<file path="config.mk">
export PLATFORM = sky130hd
export DESIGN_NAME = ssu_top
export DESIGN_NICKNAME = d
export VERILOG_FILES = /design/src/hw/ssu_pkg.sv /design/src/hw/ssu_buf.sv /design/src/hw/ssu_top.sv
export VERILOG_INCLUDE_DIRS = /design/src /design/src/hw
export SDC_FILE = /design/constraint.sdc
export NUM_CORES = 1
export LEC_CHECK = 0
export BUFFER_PORTS_ARGS = -buffer_cell sky130_fd_sc_hd__clkbuf_2
export CORE_MARGIN = 2
export CORE_UTILIZATION = 46
export CTS_CLUSTER_SIZE = 20
export DETAILED_ROUTE_END_ITERATION = 12
export GPL_TIMING_DRIVEN = 0
export PLACE_DENSITY = 0.66
export SLEW_MARGIN = 20
export SYNTH_ARGS = -nofsm -noshare
export SYNTH_HDL_FRONTEND = slang
export SYNTH_SLANG_ARGS = --single-unit
</file>
<file path="constraint.sdc">
create_clock -name ref_clk -period 2.8 [get_ports ref_clk]
set_clock_uncertainty 0.15 [all_clocks]
set_input_delay 0.56 -clock ref_clk [delete_from_list [all_inputs] [get_ports ref_clk]]
set_output_delay 0.56 -clock ref_clk [all_outputs]
set_load 0.01 [all_outputs]
</file>
<file path="src/hw/ssu_defs.svh">
// Constants for the synchronous serial unit.
//
// Behaviour
// - Full-duplex master or slave, three or four wire.
// - MOSI driven as master, input as slave.
// - Master shifts out MSB first from top bit.
// - MISO sampled as master, driven MSB first as slave.
// - MISO released when disabled or unselected four-wire slave.
// - Three-wire slave always drives MISO from top bit.
// - Master makes SCK; slave takes SCK in.
// - Unselected four-wire slave ignores all SCK edges.
// - Mode 00: three-wire, slave always selected.
// - Mode 01: select input decides slave selection.
// - Mode 01 master: select falling disables master.
// - Mode 1x: select is output at bit0 level.
// - Select pin unrouted in three-wire mode only.
// - Master sets done flag at byte end, interrupt.
// - Mode fault clears enables, sets fault flag.
// - Four-wire slave bit counter resets on select fall.
`ifndef SSU_DEFS_SVH
`define SSU_DEFS_SVH

`define SSU_MODE_3WIRE 2'h0
`define SSU_MODE_4WIRE_IN 2'h1
`define SSU_MODE_OUT_BIT 1
`define SSU_BYTE_BITS 8
`define SSU_LAST_BIT 4'h7
`define SSU_CLK_NS 40
`define SSU_SCK_HALF_NS 160
`define SSU_SCK_HALF_CYC \
	((`SSU_SCK_HALF_NS + `SSU_CLK_NS - 1) / `SSU_CLK_NS)
`define SSU_PIN_SCK 0
`define SSU_PIN_MOSI 1
`define SSU_PIN_MISO 2
`define SSU_PIN_SEL 3
`define SSU_PIN_RESET 4'h8

`endif

</file>
<file path="src/hw/ssu_pkg.sv">
// Types shared by the synchronous serial unit.
package ssu_pkg;
	typedef struct packed {
		logic out;
		logic oe;
	} ssu_pin_t;

	typedef struct packed {
		logic done;
		logic fault;
		logic overrun;
	} ssu_flags_t;

	typedef enum logic [0:0] {
		SSU_IDLE = 1'b0,
		SSU_RUN = 1'b1
	} ssu_state_t;
endpackage : ssu_pkg

</file>
<file path="src/hw/ssu_buf.sv">
// Two-entry byte buffer with valid and ready on both sides.
`timescale 1ns/1ps
module ssu_buf (
	input wire logic ref_clk,
	input wire logic reset_n,
	input wire logic in_valid,
	output logic in_ready,
	input wire logic [7:0] in_data,
	output logic out_valid,
	input wire logic out_ready,
	output logic [7:0] out_data
);
	logic [7:0] mem [0:1];
	logic [1:0] count;
	logic wr_ptr;
	logic rd_ptr;
	logic push;
	logic pop;

	assign in_ready = (count != 2'h2);
	assign out_valid = (count != 2'h0);
	assign out_data = mem[rd_ptr];
	assign push = in_valid && in_ready;
	assign pop = out_valid && out_ready;

	always_ff @(posedge ref_clk or negedge reset_n) begin
		if (!reset_n) begin
			mem[0] <= 8'h00;
			mem[1] <= 8'h00;
			wr_ptr <= 1'b0;
		end else if (push) begin
			mem[wr_ptr] <= in_data;
			wr_ptr <= ~wr_ptr;
		end
	end

	always_ff @(posedge ref_clk or negedge reset_n) begin
		if (!reset_n) begin
			rd_ptr <= 1'b0;
		end else if (pop) begin
			rd_ptr <= ~rd_ptr;
		end
	end

	always_ff @(posedge ref_clk or negedge reset_n) begin
		if (!reset_n) begin
			count <= 2'h0;
		end else if (push && !pop) begin
			count <= count + 2'h1;
		end else if (pop && !push) begin
			count <= count - 2'h1;
		end
	end
endmodule : ssu_buf

</file>
<file path="src/hw/ssu_top.sv">
// Pin and select-mode logic of the synchronous serial unit.
`timescale 1ns/1ps
`include "ssu_defs.svh"
module ssu_top (
	input wire logic ref_clk,
	input wire logic reset_n,
	input wire logic [1:0] select_pin_mode,
	input wire logic ctl_write,
	input wire logic ctl_port_enable,
	input wire logic ctl_master_enable,
	input wire logic int_enable,
	input wire ssu_pkg::ssu_flags_t flag_clear,
	output logic port_enable,
	output logic master_enable_flag,
	output ssu_pkg::ssu_flags_t flags,
	output logic irq,
	output logic select_routed,
	input wire logic tx_valid,
	output logic tx_ready,
	input wire logic [7:0] tx_data,
	output logic rx_valid,
	input wire logic rx_ready,
	output logic [7:0] rx_data,
	input wire logic sck_in,
	output ssu_pkg::ssu_pin_t sck_drv,
	input wire logic mosi_in,
	output ssu_pkg::ssu_pin_t mosi_drv,
	input wire logic miso_in,
	output ssu_pkg::ssu_pin_t miso_drv,
	input wire logic slave_select_in,
	output ssu_pkg::ssu_pin_t slave_select_drv
);
	localparam logic [7:0] HALF_CYC = 8'(`SSU_SCK_HALF_CYC);

	function automatic logic fell(input logic now, input logic was);
		fell = was && !now;
	endfunction : fell

	function automatic logic rose(input logic now, input logic was);
		rose = now && !was;
	endfunction : rose

	logic [3:0] sync1;
	logic [3:0] sync2;
	logic [3:0] sync3;
	logic [3:0] pin_f;
	logic [3:0] pin_d;
	ssu_pkg::ssu_state_t state;
	logic [7:0] div_cnt;
	logic sck_out;
	logic [7:0] shreg;
	logic sample;
	logic pend;
	logic loaded;
	logic [3:0] bit_cnt;
	logic tb_valid;
	logic [7:0] tb_data;
	logic tb_pop;
	logic rb_ready;
	logic selected;
	logic slave_act;
	logic master_run;
	logic half_tick;
	logic rise_ev;
	logic fall_ev;
	logic in_bit;
	logic byte_done;
	logic sel_fall;
	logic fault_ev;
	logic start;
	logic [7:0] rx_byte;

	ssu_buf u_tx_buf (
		.ref_clk(ref_clk),
		.reset_n(reset_n),
		.in_valid(tx_valid),
		.in_ready(tx_ready),
		.in_data(tx_data),
		.out_valid(tb_valid),
		.out_ready(tb_pop),
		.out_data(tb_data)
	);

	ssu_buf u_rx_buf (
		.ref_clk(ref_clk),
		.reset_n(reset_n),
		.in_valid(byte_done),
		.in_ready(rb_ready),
		.in_data(rx_byte),
		.out_valid(rx_valid),
		.out_ready(rx_ready),
		.out_data(rx_data)
	);

	// Pins from outside pass three flops; a level counts once 2 and 3 agree.
	always_ff @(posedge ref_clk or negedge reset_n) begin
		if (!reset_n) begin
			sync1 <= `SSU_PIN_RESET;
			sync2 <= `SSU_PIN_RESET;
			sync3 <= `SSU_PIN_RESET;
		end else begin
			sync1 <= {slave_select_in, miso_in, mosi_in, sck_in};
			sync2 <= sync1;
			sync3 <= sync2;
		end
	end

	always_ff @(posedge ref_clk or negedge reset_n) begin
		if (!reset_n) begin
			pin_f <= `SSU_PIN_RESET;
			pin_d <= `SSU_PIN_RESET;
		end else begin
			pin_f <= (sync2 & sync3) | (pin_f & (sync2 ^ sync3));
			pin_d <= pin_f;
		end
	end

	// Mode 00 is always selected, mode 01 follows the select pin.
	always_comb begin
		if (select_pin_mode == `SSU_MODE_4WIRE_IN) begin
			selected = !pin_f[`SSU_PIN_SEL];
		end else begin
			selected = 1'b1;
		end
	end

	assign slave_act = port_enable && !master_enable_flag && selected;
	assign master_run = (state == ssu_pkg::SSU_RUN);
	assign sel_fall = fell(pin_f[`SSU_PIN_SEL], pin_d[`SSU_PIN_SEL]);
	assign fault_ev = port_enable && master_enable_flag &&
		(select_pin_mode == `SSU_MODE_4WIRE_IN) && sel_fall;
	assign half_tick = master_run && (div_cnt == HALF_CYC - 8'h01);

	always_comb begin
		if (master_run) begin
			rise_ev = half_tick && !sck_out;
			fall_ev = half_tick && sck_out;
			in_bit = pin_f[`SSU_PIN_MISO];
		end else begin
			rise_ev = slave_act &&
				rose(pin_f[`SSU_PIN_SCK], pin_d[`SSU_PIN_SCK]);
			fall_ev = slave_act &&
				fell(pin_f[`SSU_PIN_SCK], pin_d[`SSU_PIN_SCK]);
			in_bit = pin_f[`SSU_PIN_MOSI];
		end
	end

	// The pin path is as long as a half period, so the master takes MISO
	// at the end of the high phase, where the bit has surely arrived.
	assign byte_done = master_run ?
		(fall_ev && bit_cnt == 4'(`SSU_BYTE_BITS)) :
		(rise_ev && bit_cnt == `SSU_LAST_BIT);
	assign rx_byte = {shreg[6:0], in_bit};
	assign start = (state == ssu_pkg::SSU_IDLE) && port_enable &&
		master_enable_flag && tb_valid && rb_ready && !fault_ev;
	assign tb_pop = start || (slave_act && !loaded && !pend &&
		bit_cnt == 4'h0 && tb_valid);

	// Software writes the enables; a mode fault overrides the write.
	always_ff @(posedge ref_clk or negedge reset_n) begin
		if (!reset_n) begin
			port_enable <= 1'b0;
			master_enable_flag <= 1'b0;
		end else if (fault_ev) begin
			port_enable <= 1'b0;
			master_enable_flag <= 1'b0;
		end else if (ctl_write) begin
			port_enable <= ctl_port_enable;
			master_enable_flag <= ctl_master_enable;
		end
	end

	// Flags are sticky; a set in the clearing cycle wins.
	always_ff @(posedge ref_clk or negedge reset_n) begin
		if (!reset_n) begin
			flags <= '0;
		end else begin
			flags.done <= byte_done || (flags.done && !flag_clear.done);
			flags.fault <= fault_ev ||
				(flags.fault && !flag_clear.fault);
			flags.overrun <= (byte_done && !rb_ready) ||
				(flags.overrun && !flag_clear.overrun);
		end
	end

	assign irq = int_enable && (flags.done || flags.fault || flags.overrun);

	// Master sequencer: eight SCK periods, then back to idle.
	always_ff @(posedge ref_clk or negedge reset_n) begin
		if (!reset_n) begin
			state <= ssu_pkg::SSU_IDLE;
			div_cnt <= 8'h00;
			sck_out <= 1'b0;
		end else if (fault_ev || !port_enable || !master_enable_flag) begin
			state <= ssu_pkg::SSU_IDLE;
			div_cnt <= 8'h00;
			sck_out <= 1'b0;
		end else begin
			unique case (state)
				ssu_pkg::SSU_IDLE: begin
					div_cnt <= 8'h00;
					sck_out <= 1'b0;
					if (start) begin
						state <= ssu_pkg::SSU_RUN;
					end
				end
				ssu_pkg::SSU_RUN: begin
					if (half_tick) begin
						div_cnt <= 8'h00;
						sck_out <= ~sck_out;
						if (byte_done) begin
							state <= ssu_pkg::SSU_IDLE;
						end
					end else begin
						div_cnt <= div_cnt + 8'h01;
					end
				end
			endcase
		end
	end

	// Shift engine shared by both roles: shift on fall; slave samples on rise, master takes MISO on fall.
	always_ff @(posedge ref_clk or negedge reset_n) begin
		if (!reset_n) begin
			shreg <= 8'h00;
			sample <= 1'b0;
			pend <= 1'b0;
			loaded <= 1'b0;
			bit_cnt <= 4'h0;
		end else if (!port_enable || fault_ev) begin
			pend <= 1'b0;
			loaded <= 1'b0;
			bit_cnt <= 4'h0;
		end else if (!master_enable_flag &&
			select_pin_mode == `SSU_MODE_4WIRE_IN && sel_fall) begin
			pend <= 1'b0;
			bit_cnt <= 4'h0;
			if (tb_pop) begin
				shreg <= tb_data;
				loaded <= 1'b1;
			end
		end else if (tb_pop) begin
			shreg <= tb_data;
			loaded <= 1'b1;
		end else if (byte_done) begin
			bit_cnt <= 4'h0;
			pend <= 1'b0;
			loaded <= 1'b0;
		end else if (rise_ev) begin
			sample <= in_bit;
			pend <= 1'b1;
			bit_cnt <= bit_cnt + 4'h1;
		end else if (fall_ev && pend) begin
			shreg <= {shreg[6:0],
				master_run ? in_bit : sample};
			pend <= 1'b0;
		end
	end

	// Pin drivers per role and select mode.
	assign sck_drv.out = sck_out;
	assign sck_drv.oe = port_enable && master_enable_flag;
	assign mosi_drv.out = shreg[7];
	assign mosi_drv.oe = port_enable && master_enable_flag;
	assign miso_drv.out = shreg[7];
	assign miso_drv.oe = port_enable && !master_enable_flag &&
		selected;
	assign slave_select_drv.out = select_pin_mode[0];
	assign slave_select_drv.oe = select_pin_mode[`SSU_MODE_OUT_BIT];
	assign select_routed = (select_pin_mode != `SSU_MODE_3WIRE);
endmodule : ssu_top

</file>
==> flow_summary.json, run 1 <==
{
  "syn_area_um2": 3960,
  "ant_nets": 0,
  "grt_usage_pct": 15.1,
  "synth.mux.area_fraction_pct": 19.4,
  "power_leakage_nw": 2.23,
  "yosys_register_bits": 88,
  "relSlewSlack_pct": 51.0,
  "io_buffers": 49,
  "fp.dieW_um": 96.8,
  "finalWorstSetupSlack_ns": 0.307,
  "wl_per_cell_um": 14.1,
  "antenna_cells": 0,
  "setup_tns_ns": 0,
  "grt_pass1_wl_mm": 11.4,
  "grt_pass1_vias": 2329,
  "rows": 33,
  "crit_required_ns": 2.88,
  "top_layer": "met4",
  "rsz0062_at_grt": "no",
  "synth_compound_area_share_pct": 5.53,
  "finalSetupViolations": 0,
  "yosys_warnings": 0,
  "synthFlopType": "dfrtp_1",
  "synth_area_leader_cell": "dfrtp_1",
  "ys_types": 47,
  "vias": 2393,
  "dp_hpwl_mm": 4.60,
  "synthAdderAreaFrac_pct": 2.84,
  "synth_fp_nets": 336,
  "cts-htree-levels": 3,
  "clkLatencyLatePin_ns": 0.34,
  "firstDrtPassIters": 5,
  "cp_max_fo": 10,
  "synth_area_per_cell_um2": 13.1,
  "slowest_stage": "mux2_2",
  "cts_buffers": 9,
  "p_per_area_nw_per_um2": 803,
  "crit_chain": "clkbuf_1 -> and4b_1 -> nand4_1 -> o21a_1 -> nor3_4 -> mux2_2",
  "status": "finished clean",
  "cts_hold_buf": 0,
  "fin_crit_ns": 2.49,
  "grt_max_degree": 89,
  "worstSetupStartpointType": "flop",
  "antenna_found_initial": 0,
  "design.core.area_um2": 8300,
  "clk_pin_slew_worst_paths_ns": 0.08,
  "place_ws_ns": 0.0500,
  "wl_met2_mm": 2.91,
  "grt_overflow": 0,
  "wl_met1_mm": 3.42,
  "nets": 396,
  "min_path_type": "in2async",
  "place_congestion": 0.821,
  "synthXorXnorAreaFrac_pct": 3.76,
  "multi_input_area_um2": 1640,
  "cts_tree": "done",
  "register_area_um2": 2210,
  "avgViaCountPerCell": 5.07,
  "drive_gt1_share_pct": 38.4,
  "synth_top_cells_by_area": "dfrtp_1, mux2_2, mux2i_1",
  "cpPeakStageDelay_ns": 0.39,
  "num_io_pins": 50,
  "dr_wl_met3_um": 189,
  "end_kind": "flop",
  "start_util_pct": 47.7,
  "finalCritPeriodShare_pct": 89.0,
  "cp.arrival_ns": 2.58,
  "slew_viol_final": 0,
  "path_class": "reg2reg",
  "fillers": 695,
  "synth-simple-area-share_pct": 9.67,
  "clockBufferDepth": 2,
  "synth_top_family_by_area": "multiplexers",
  "cap_violations": 0,
  "synth-edff-count": 0,
  "root_buffer": "clkbuf_8",
  "total_power_w": 0.00365,
  "async_flop_share_pct": 100,
  "vdd_drop_max_mv": 0.526,
  "synthCells": 302,
  "synth_top_area_share_pct": 52.4,
  "cts_sinks": 88,
  "die_h_um": 96.8,
  "drt-total-wl_mm": 6.65,
  "hold_violations": 0,
  "yosysSeqAreaShare_pct": 55.8,
  "tightest_slew_ns": 0.732,
  "cts_setup_buffers": 0,
  "die_area_um2": 9370,
  "drc": 0,
  "fmax_ghz": 0.401,
  "drt_iter0_drc": 93,
  "area_growth_pct": 14.8
}
-- path summary, 6_finish.rpt --
path	start	endpoint	slack [ns]	depth (start not counted)
setup / recovery	master_run	u_rx_buf.mem[13]	0.31	6
setup reg to reg	master_run	u_rx_buf.mem[13]	0.31	6
min in group ref_clk	slave_select_in	sync1[3]	0.14	1
hold reg to reg	sync1[1]	sync2[1]	0.20	0
max in group asynchronous	reset_n	u_tx_buf.rd_ptr	1.92	1
hold / removal	reset_n	master_enable_flag	0.11	1
-- through the flow --
step	cells	utilization, %	instance area [µm²]	hold slack (ns)
3_5_place_dp	456	52.4	4350	0.185
5_1_grt	472	54.8	4550	0.110
3_3_place_gp	456	52.3	4340	0.182
4_1_cts	472	54.7	4540	0.113
2_1_floorplan	302	-	3960	0.114
6_report	472	54.8	4550	0.106
-- logic make-up after synthesis --
group           count (synthesis)
compound gates                 28
xor+xnor                       17
fa+ha+maj                       9
buf+inv                        25
flops                          88
mux                            70
simple gates                   65
-- critical path: cells and delay by family (launching register included) --
kind	cells	cell delay [ns]
DFF	1	0.36
buffers and inverters	1	0.37
muxes	1	0.39
AOI/OAI and AO/OA	1	0.26
and+or+nand+nor	3	0.86
-- timing repair --
action                                  CTS  global route
endpoints found under the setup margin    0             2
endpoints found under the hold margin     0             0
resized for setup                         0             2
-- report_power, final --
group | internal (W) | switching [W]
registers | 0.00155 | 0.000181
clock network | 0.000433 | 0.000411
logic | 0.000575 | 0.000502
total | 0.00256 | 0.00109
-- state kept, by name, summed over array words and instances (netlist names), 3 cells and up --
| register | cells |
|---|---|
| div_cnt | 8 |
| bit_cnt | 4 |
| sync2 | 4 |
| pin_f | 4 |
| u_rx_buf.mem | 16 |
| sync1 | 4 |
| sync3 | 4 |
| flags | 3 |
| shreg | 8 |
| u_tx_buf.mem | 16 |
-- per-layer routing --
layer | vias up | track usage [%]
li1 | 1176 | -
met1 | 1173 | 22.7
met2 | 35 | 21.0
met3 | 9 | 3.25
met4 | 0 | 6.50
met5 | - | 0
-- synthesized netlist by cell type (2+ instances only) --
library cell	instances
and3_1	3
nor3_1	2
a21oi_1	3
nor2_1	20
dfstp_2	5
inv_1	14
nor3b_1	3
dfrtp_1	83
and4bb_2	2
a21o_1	4
nand2_1	8
o21ai_0	4
o22ai_1	3
o21a_1	3
ha_1	9
mux2_2	53
nand2b_1	5
buf_4	7
xnor2_1	7
mux2i_1	17
clkbuf_1	2
or2_2	2
o211ai_1	3
nand4_1	2
nand3_1	7
xor2_1	10
-- cell type report --
class,count,share of cell area (%)
Buffer,11,1.51
Clock buffer,12,3.19
Clock inverter,4,0.991
Inverter,14,1.16
Multi-Input combinational cell,189,36.1
Sequential cell,88,48.6
Tap cell,105,2.89
Timing Repair Buffer,49,5.59
-- cell usage in the layout (no fill, tap or decap), drive strengths merged, types with 3 or more instances in the layout --
master	instances
nand2	8
a21oi	3
nor3b	3
nand2b	5
mux2	53
and3	3
xnor2	7
nor2	20
inv	14
dfrtp	83
buf	9
nand3	7
clkbuf	63
clkinv	3
a21o	4
mux2i	17
o21ai	4
o22ai	3
xor2	10
o21a	3
dfstp	5
o211ai	3
nor3	3
ha	9
No activity file was read; power rests on OpenSTA's default activity.
==> inputs of run 2 (changes only) <==
- PLACE_DENSITY: 0.66 -> default
- PLACE_DENSITY_LB_ADDON: default -> 0.08
==> run 2 against run 1 <==
Non-clock buffer count stayed put. Global-route usage is 0.43 points higher. Die area stayed put. Largest power group unchanged. First-iteration DRC count is 1.1% higher. Combinational power hardly changed. Largest cell class unchanged. Cell area hardly changed. Critical path type unchanged.
==> flow_summary.json, run 2 (synthesis results as in run 1) <==
{
  "fmax_ghz": 0.384,
  "die_h_um": 96.8,
  "start_util_pct": 47.7,
  "io_buffers": 49,
  "cts_sinks": 88,
  "drt-total-wl_mm": 6.78,
  "cp.arrival_ns": 2.68,
  "ant_nets": 0,
  "cts_buffers": 9,
  "clk_pin_slew_worst_paths_ns": 0.08,
  "avgViaCountPerCell": 5.18,
  "path_common_cell": "nor3b_1",
  "p_per_area_nw_per_um2": 809,
  "fillers": 726,
  "total_power_w": 0.00368,
  "cts_setup_buffers": 0,
  "area_growth_pct": 14.8,
  "root_buffer": "clkbuf_8",
  "firstDrtPassIters": 4,
  "slowest_stage": "nor3b_1",
  "clkLatencyLatePin_ns": 0.34,
  "slew_viol_final": 0,
  "finalInstanceArea_um2": 4540,
  "grt_pass1_vias": 2388,
  "cp_max_fo": 5,
  "antenna_found_initial": 0,
  "reg_top3": "u_rx_buf.mem (16), u_tx_buf.mem (16)",
  "num_io_pins": 50,
  "place_area_um2": 4350,
  "hold_violations": 0,
  "r2r_setup_slack_ns": 0.20,
  "crit_family": "simple AND/OR/NAND/NOR gates",
  "mostFrequentLayoutCells": "dfrtp_1, mux2_2, clkbuf_2",
  "cpPeakStageDelay_ns": 0.47,
  "path_buf_inv": 0,
  "finalSetupViolations": 0,
  "vdd_drop_max_mv": 0.572,
  "status": "finished clean",
  "cts_resized": 0,
  "dp_hpwl_mm": 4.80,
  "relSlewSlack_pct": 53.4,
  "place_congestion": 0.772,
  "grt_pass1_wl_mm": 11.8,
  "grt_max_degree": 89,
  "die_area_um2": 9370,
  "end_kind": "flop",
  "tightest_slew_ns": 0.697,
  "wl_per_cell_um": 14.4,
  "dp.cells": 456,
  "antenna_cells": 0,
  "vias": 2443,
  "grt_usage_pct": 15.5,
  "path_class": "reg2reg",
  "rows": 33,
  "clockBufferDepth": 2,
  "min_path_type": "in2async",
  "cap_violations": 0,
  "drc": 0,
  "fp.dieW_um": 96.8,
  "worstSetupStartpointType": "flop",
  "cts_tree": "done",
  "layout_commonest_cell": "dfrtp_1",
  "fin_crit_ns": 2.60,
  "finalCritPeriodShare_pct": 93.0,
  "crit_chain": "ha_1 -> nor3b_1 -> nand2_1 -> o21a_1 -> nor3b_1 -> mux2_2",
  "drive_gt1_share_pct": 37.9,
  "cts_hold_buf": 0,
  "cts-htree-levels": 3,
  "rsz0062_at_grt": "no",
  "power_leakage_nw": 2.22,
  "nets": 396,
  "design.core.area_um2": 8300,
  "finalNonFillerCells": 472,
  "crit_required_ns": 2.88,
  "drt_iter0_drc": 94,
  "grt_overflow": 0
}
==> run 2: changes by cell type in the layout (fill, tap and decap cells not counted), sizes merged <==
| cell | previous run | this run |
|---|---|---|
| clkinv | 3 | 1 |
| clkinvlp | 0 | 2 |
==> run 2: worst register-to-register path: stages (launching register included) <==
cell and delay [ns]:
dfrtp_1 0.42, ha_1 0.24, nor3b_1 0.37, nand2_1 0.19, o21a_1 0.26, nor3b_1 0.47, mux2_2 0.39
==> run 2: per-layer routing <==
| layer | vias to the layer above | GRT usage [%] | wire [µm] |
|---|---|---|---|
| met5 | - | 0 | 0 |
| met4 | 0 | 5.53 | 65 |
| met3 | 5 | 3.18 | 239 |
| met2 | 37 | 22.2 | 2980 |
| met1 | 1223 | 23.4 | 3500 |
| li1 | 1178 | - | - |
==> run 2: report_power, final <==
part           internal [W]  switching, W  total [W]  leakage [nW]
logic              0.000574      0.000508    0.00108          1.02
registers           0.00155      0.000187    0.00173          1.11
clock network      0.000439      0.000423   0.000862        0.0928
total               0.00256       0.00112    0.00368          2.22
==> run 2: final cells by class <==
class	instances	area [µm²]	area share, %
clock buffer	12	145	3.19
sequential	88	2210	48.6
timing repair buffer	49	254	5.59
clock inverter	4	53.8	1.18
buffer	11	68.8	1.51
multi-input combinational	189	1630	35.9
tap	105	131	2.89
inverter	14	52.6	1.16
==> run 2: worst paths after layout <==
check                           startpoint               end  cells after the start
max                             div_cnt[0]            sample                      6
min                                reset_n        div_cnt[5]                      1
max reg2reg                     div_cnt[0]            sample                      6
min reg2reg                       sync1[0]          sync2[0]                      0
max in group asynchronous          reset_n  u_tx_buf.mem[10]                      1
min in group ref_clk       slave_select_in          sync1[3]                      1
==> run 2: through the flow <==
step | TNS, ns | setup WS (ns) | utilization [%] | hold WS, ns
after detailed placement | 0 | 0.0388 | 52.4 | 0.186
after floorplan | 0 | 0.386 | - | 0.114
final | 0 | 0.195 | 54.8 | 0.0782
after CTS | 0 | 0.228 | 54.8 | 0.120
after global routing | 0 | 0.0307 | 54.8 | 0.116
after global placement | -0.248 | -0.00793 | 52.3 | 0.182
==> inputs of run 3 (changes only) <==
- clock period: 2.8 -> 2.7 ns (I/O delays scaled with it)
==> run 3 against run 2 <==
Critical path type unchanged. Worst setup slack worse by 0.0032 ns. Via count down 0.53%. Critical path depth down 1. Highest routed layer unchanged. Fmax up 3.9%. Utilization up 0.14 points. Total power up 3.8%. Non-clock buffer count unchanged. Final cell count unchanged.
==> flow_summary.json, run 3 (synthesis results as in run 1) <==
{
  "status": "finished clean",
  "switching_power_w": 0.00116,
  "dp_hpwl_mm": 4.80,
  "worst_hold_slack_ns": 0.0836,
  "finalCritPeriodShare_pct": 92.9,
  "finalInstanceArea_um2": 4560,
  "reg_top3": "u_rx_buf.mem (16), u_tx_buf.mem (16)",
  "fin_crit_ns": 2.51,
  "die_h_um": 96.8,
  "rows": 33,
  "min_path_type": "in2async",
  "switching_share_pct": 30.4,
  "p_per_area_nw_per_um2": 838,
  "cp.arrival_ns": 2.59,
  "io_buffers": 49,
  "finalWorstSetupSlack_ns": 0.192,
  "seq_power_share_pct": 47.1,
  "place_area_um2": 4350,
  "grt_usage_pct": 15.5,
  "cap_violations": 0,
  "die_area_um2": 9370,
  "drive_gt1_share_pct": 38.7,
  "cp_max_fo": 8,
  "fillers": 724,
  "design.core.area_um2": 8300,
  "slew_viol_final": 0,
  "antenna_cells": 0,
  "tightest_slew_ns": 0.697,
  "cts_buffers": 9,
  "root_buffer": "clkbuf_8",
  "rr_endpoint": "u_rx_buf.mem[11]",
  "drc": 0,
  "setup.worst_path.end": "u_rx_buf.mem[11]",
  "grt_pass1_vias": 2388,
  "power_leakage_nw": 2.23,
  "intPower_w": 0.00266,
  "r2r_cells": 5,
  "drt_iter0_drc": 101,
  "clk_pin_slew_worst_paths_ns": 0.08,
  "grt_overflow": 0,
  "rr_startpoint": "master_enable_flag",
  "path_class": "reg2reg",
  "vdd_drop_max_mv": 0.596,
  "place_ws_ns": -0.0412,
  "start_util_pct": 47.7,
  "num_io_pins": 50,
  "grt_max_degree": 89,
  "finalSetupViolations": 0,
  "vias": 2430,
  "r2r_setup_slack_ns": 0.19,
  "layout_commonest_cell": "dfrtp_1",
  "drt-total-wl_mm": 6.79,
  "firstDrtPassIters": 4,
  "end_kind": "flop",
  "relSlewSlack_pct": 53.4,
  "cts_tree": "done",
  "grt_pass1_wl_mm": 11.8,
  "clkPwrFrac_pct": 23.5,
  "clkLatencyLatePin_ns": 0.34,
  "p_comb_share_pct": 29.4,
  "antenna_found_initial": 0,
  "place_congestion": 0.772,
  "wl_per_cell_um": 14.4,
  "mostFrequentLayoutCells": "dfrtp_1, mux2_2, clkbuf_2",
  "crit_required_ns": 2.78,
  "rsz0062_at_grt": "no",
  "area_growth_pct": 15.0,
  "cts_sinks": 88,
  "fmax_ghz": 0.399,
  "fp.dieW_um": 96.8,
  "cp-startpoint": "master_enable_flag",
  "ant_nets": 0,
  "cts-htree-levels": 3,
  "nets": 396,
  "hold_violations": 0,
  "worstSetupStartpointType": "flop",
  "avgViaCountPerCell": 5.15,
  "clockBufferDepth": 2
}
-- run 3: cell count changes in the layout (fill, tap and decap cells not counted) --
cell      delta
nor3b_2      +2
clkbuf_2     +1
clkbuf_1     -1
nor3b_1      -2
-- run 3: metrics by stage --
step / utilization [%] / TNS, ns / std cells / total power [W]
2_1_floorplan: - / 0 / 302 / 0.00265
3_3_place_gp: 52.3 / -6.91 / 456 / 0.00292
3_5_place_dp: 52.4 / -0.304 / 456 / 0.00296
4_1_cts: 54.8 / 0 / 472 / 0.00388
5_1_grt: 54.9 / 0 / 472 / 0.00409
6_report: 54.9 / 0 / 472 / 0.00382
-- run 3: final cells by class --
type | count | area (µm²) | area share (%)
flip-flops and latches | 88 | 2210 | 48.5
multi-input cells | 189 | 1640 | 36.0
repair buffers | 49 | 254 | 5.58
clock buffers | 12 | 145 | 3.19
well taps | 105 | 131 | 2.88
plain buffers | 11 | 70.1 | 1.54
clock inverters | 4 | 53.8 | 1.18
inverters | 14 | 52.6 | 1.15
-- run 3: worst min-delay path by stage --
stage | cells past startpoint | slack, ns | end
detailed placement | 0 | 0.19 | sync2[2]
CTS | 1 | 0.10 | sync1[3]
finish | 1 | 0.08 | div_cnt[3]
floorplan | 0 | 0.09 | bit_cnt[0]
global placement | 0 | 0.18 | sync2[0]
global route | 1 | 0.1 | sync1[3]
-- run 3: repair_timing --
action                                  4_1_cts  5_1_grt
resized for setup                             0        4
setup buffers                                 0        0
endpoints found under the setup margin        0        2
hold buffers                                  0        0
-- run 3: per-layer routing --
metal	global-route usage [%]	wire (µm)
met3	3.18	250
met4	5.53	65
met2	22.2	2980
met1	23.4	3490
met5	0	0
-- run 3: power by group through the flow --
stage	combinational (W)	clock [W]	sequential, W
2_1_floorplan	0.000893	0	0.00176
3_3_place_gp	0.00112	0	0.00181
3_5_place_dp	0.00114	0	0.00182
4_1_cts	0.00114	0.000937	0.00180
5_1_grt	0.00125	0.000994	0.00184
6_report	0.00112	0.000896	0.00180
-- run 3: worst max-delay path, stage by stage (launching register included) --
cell and delay (ns):
dfrtp_1 0.44, nand2b_1 0.18, or4_4 0.55, o21a_1 0.31, nor3_4 0.38, mux2_2 0.38
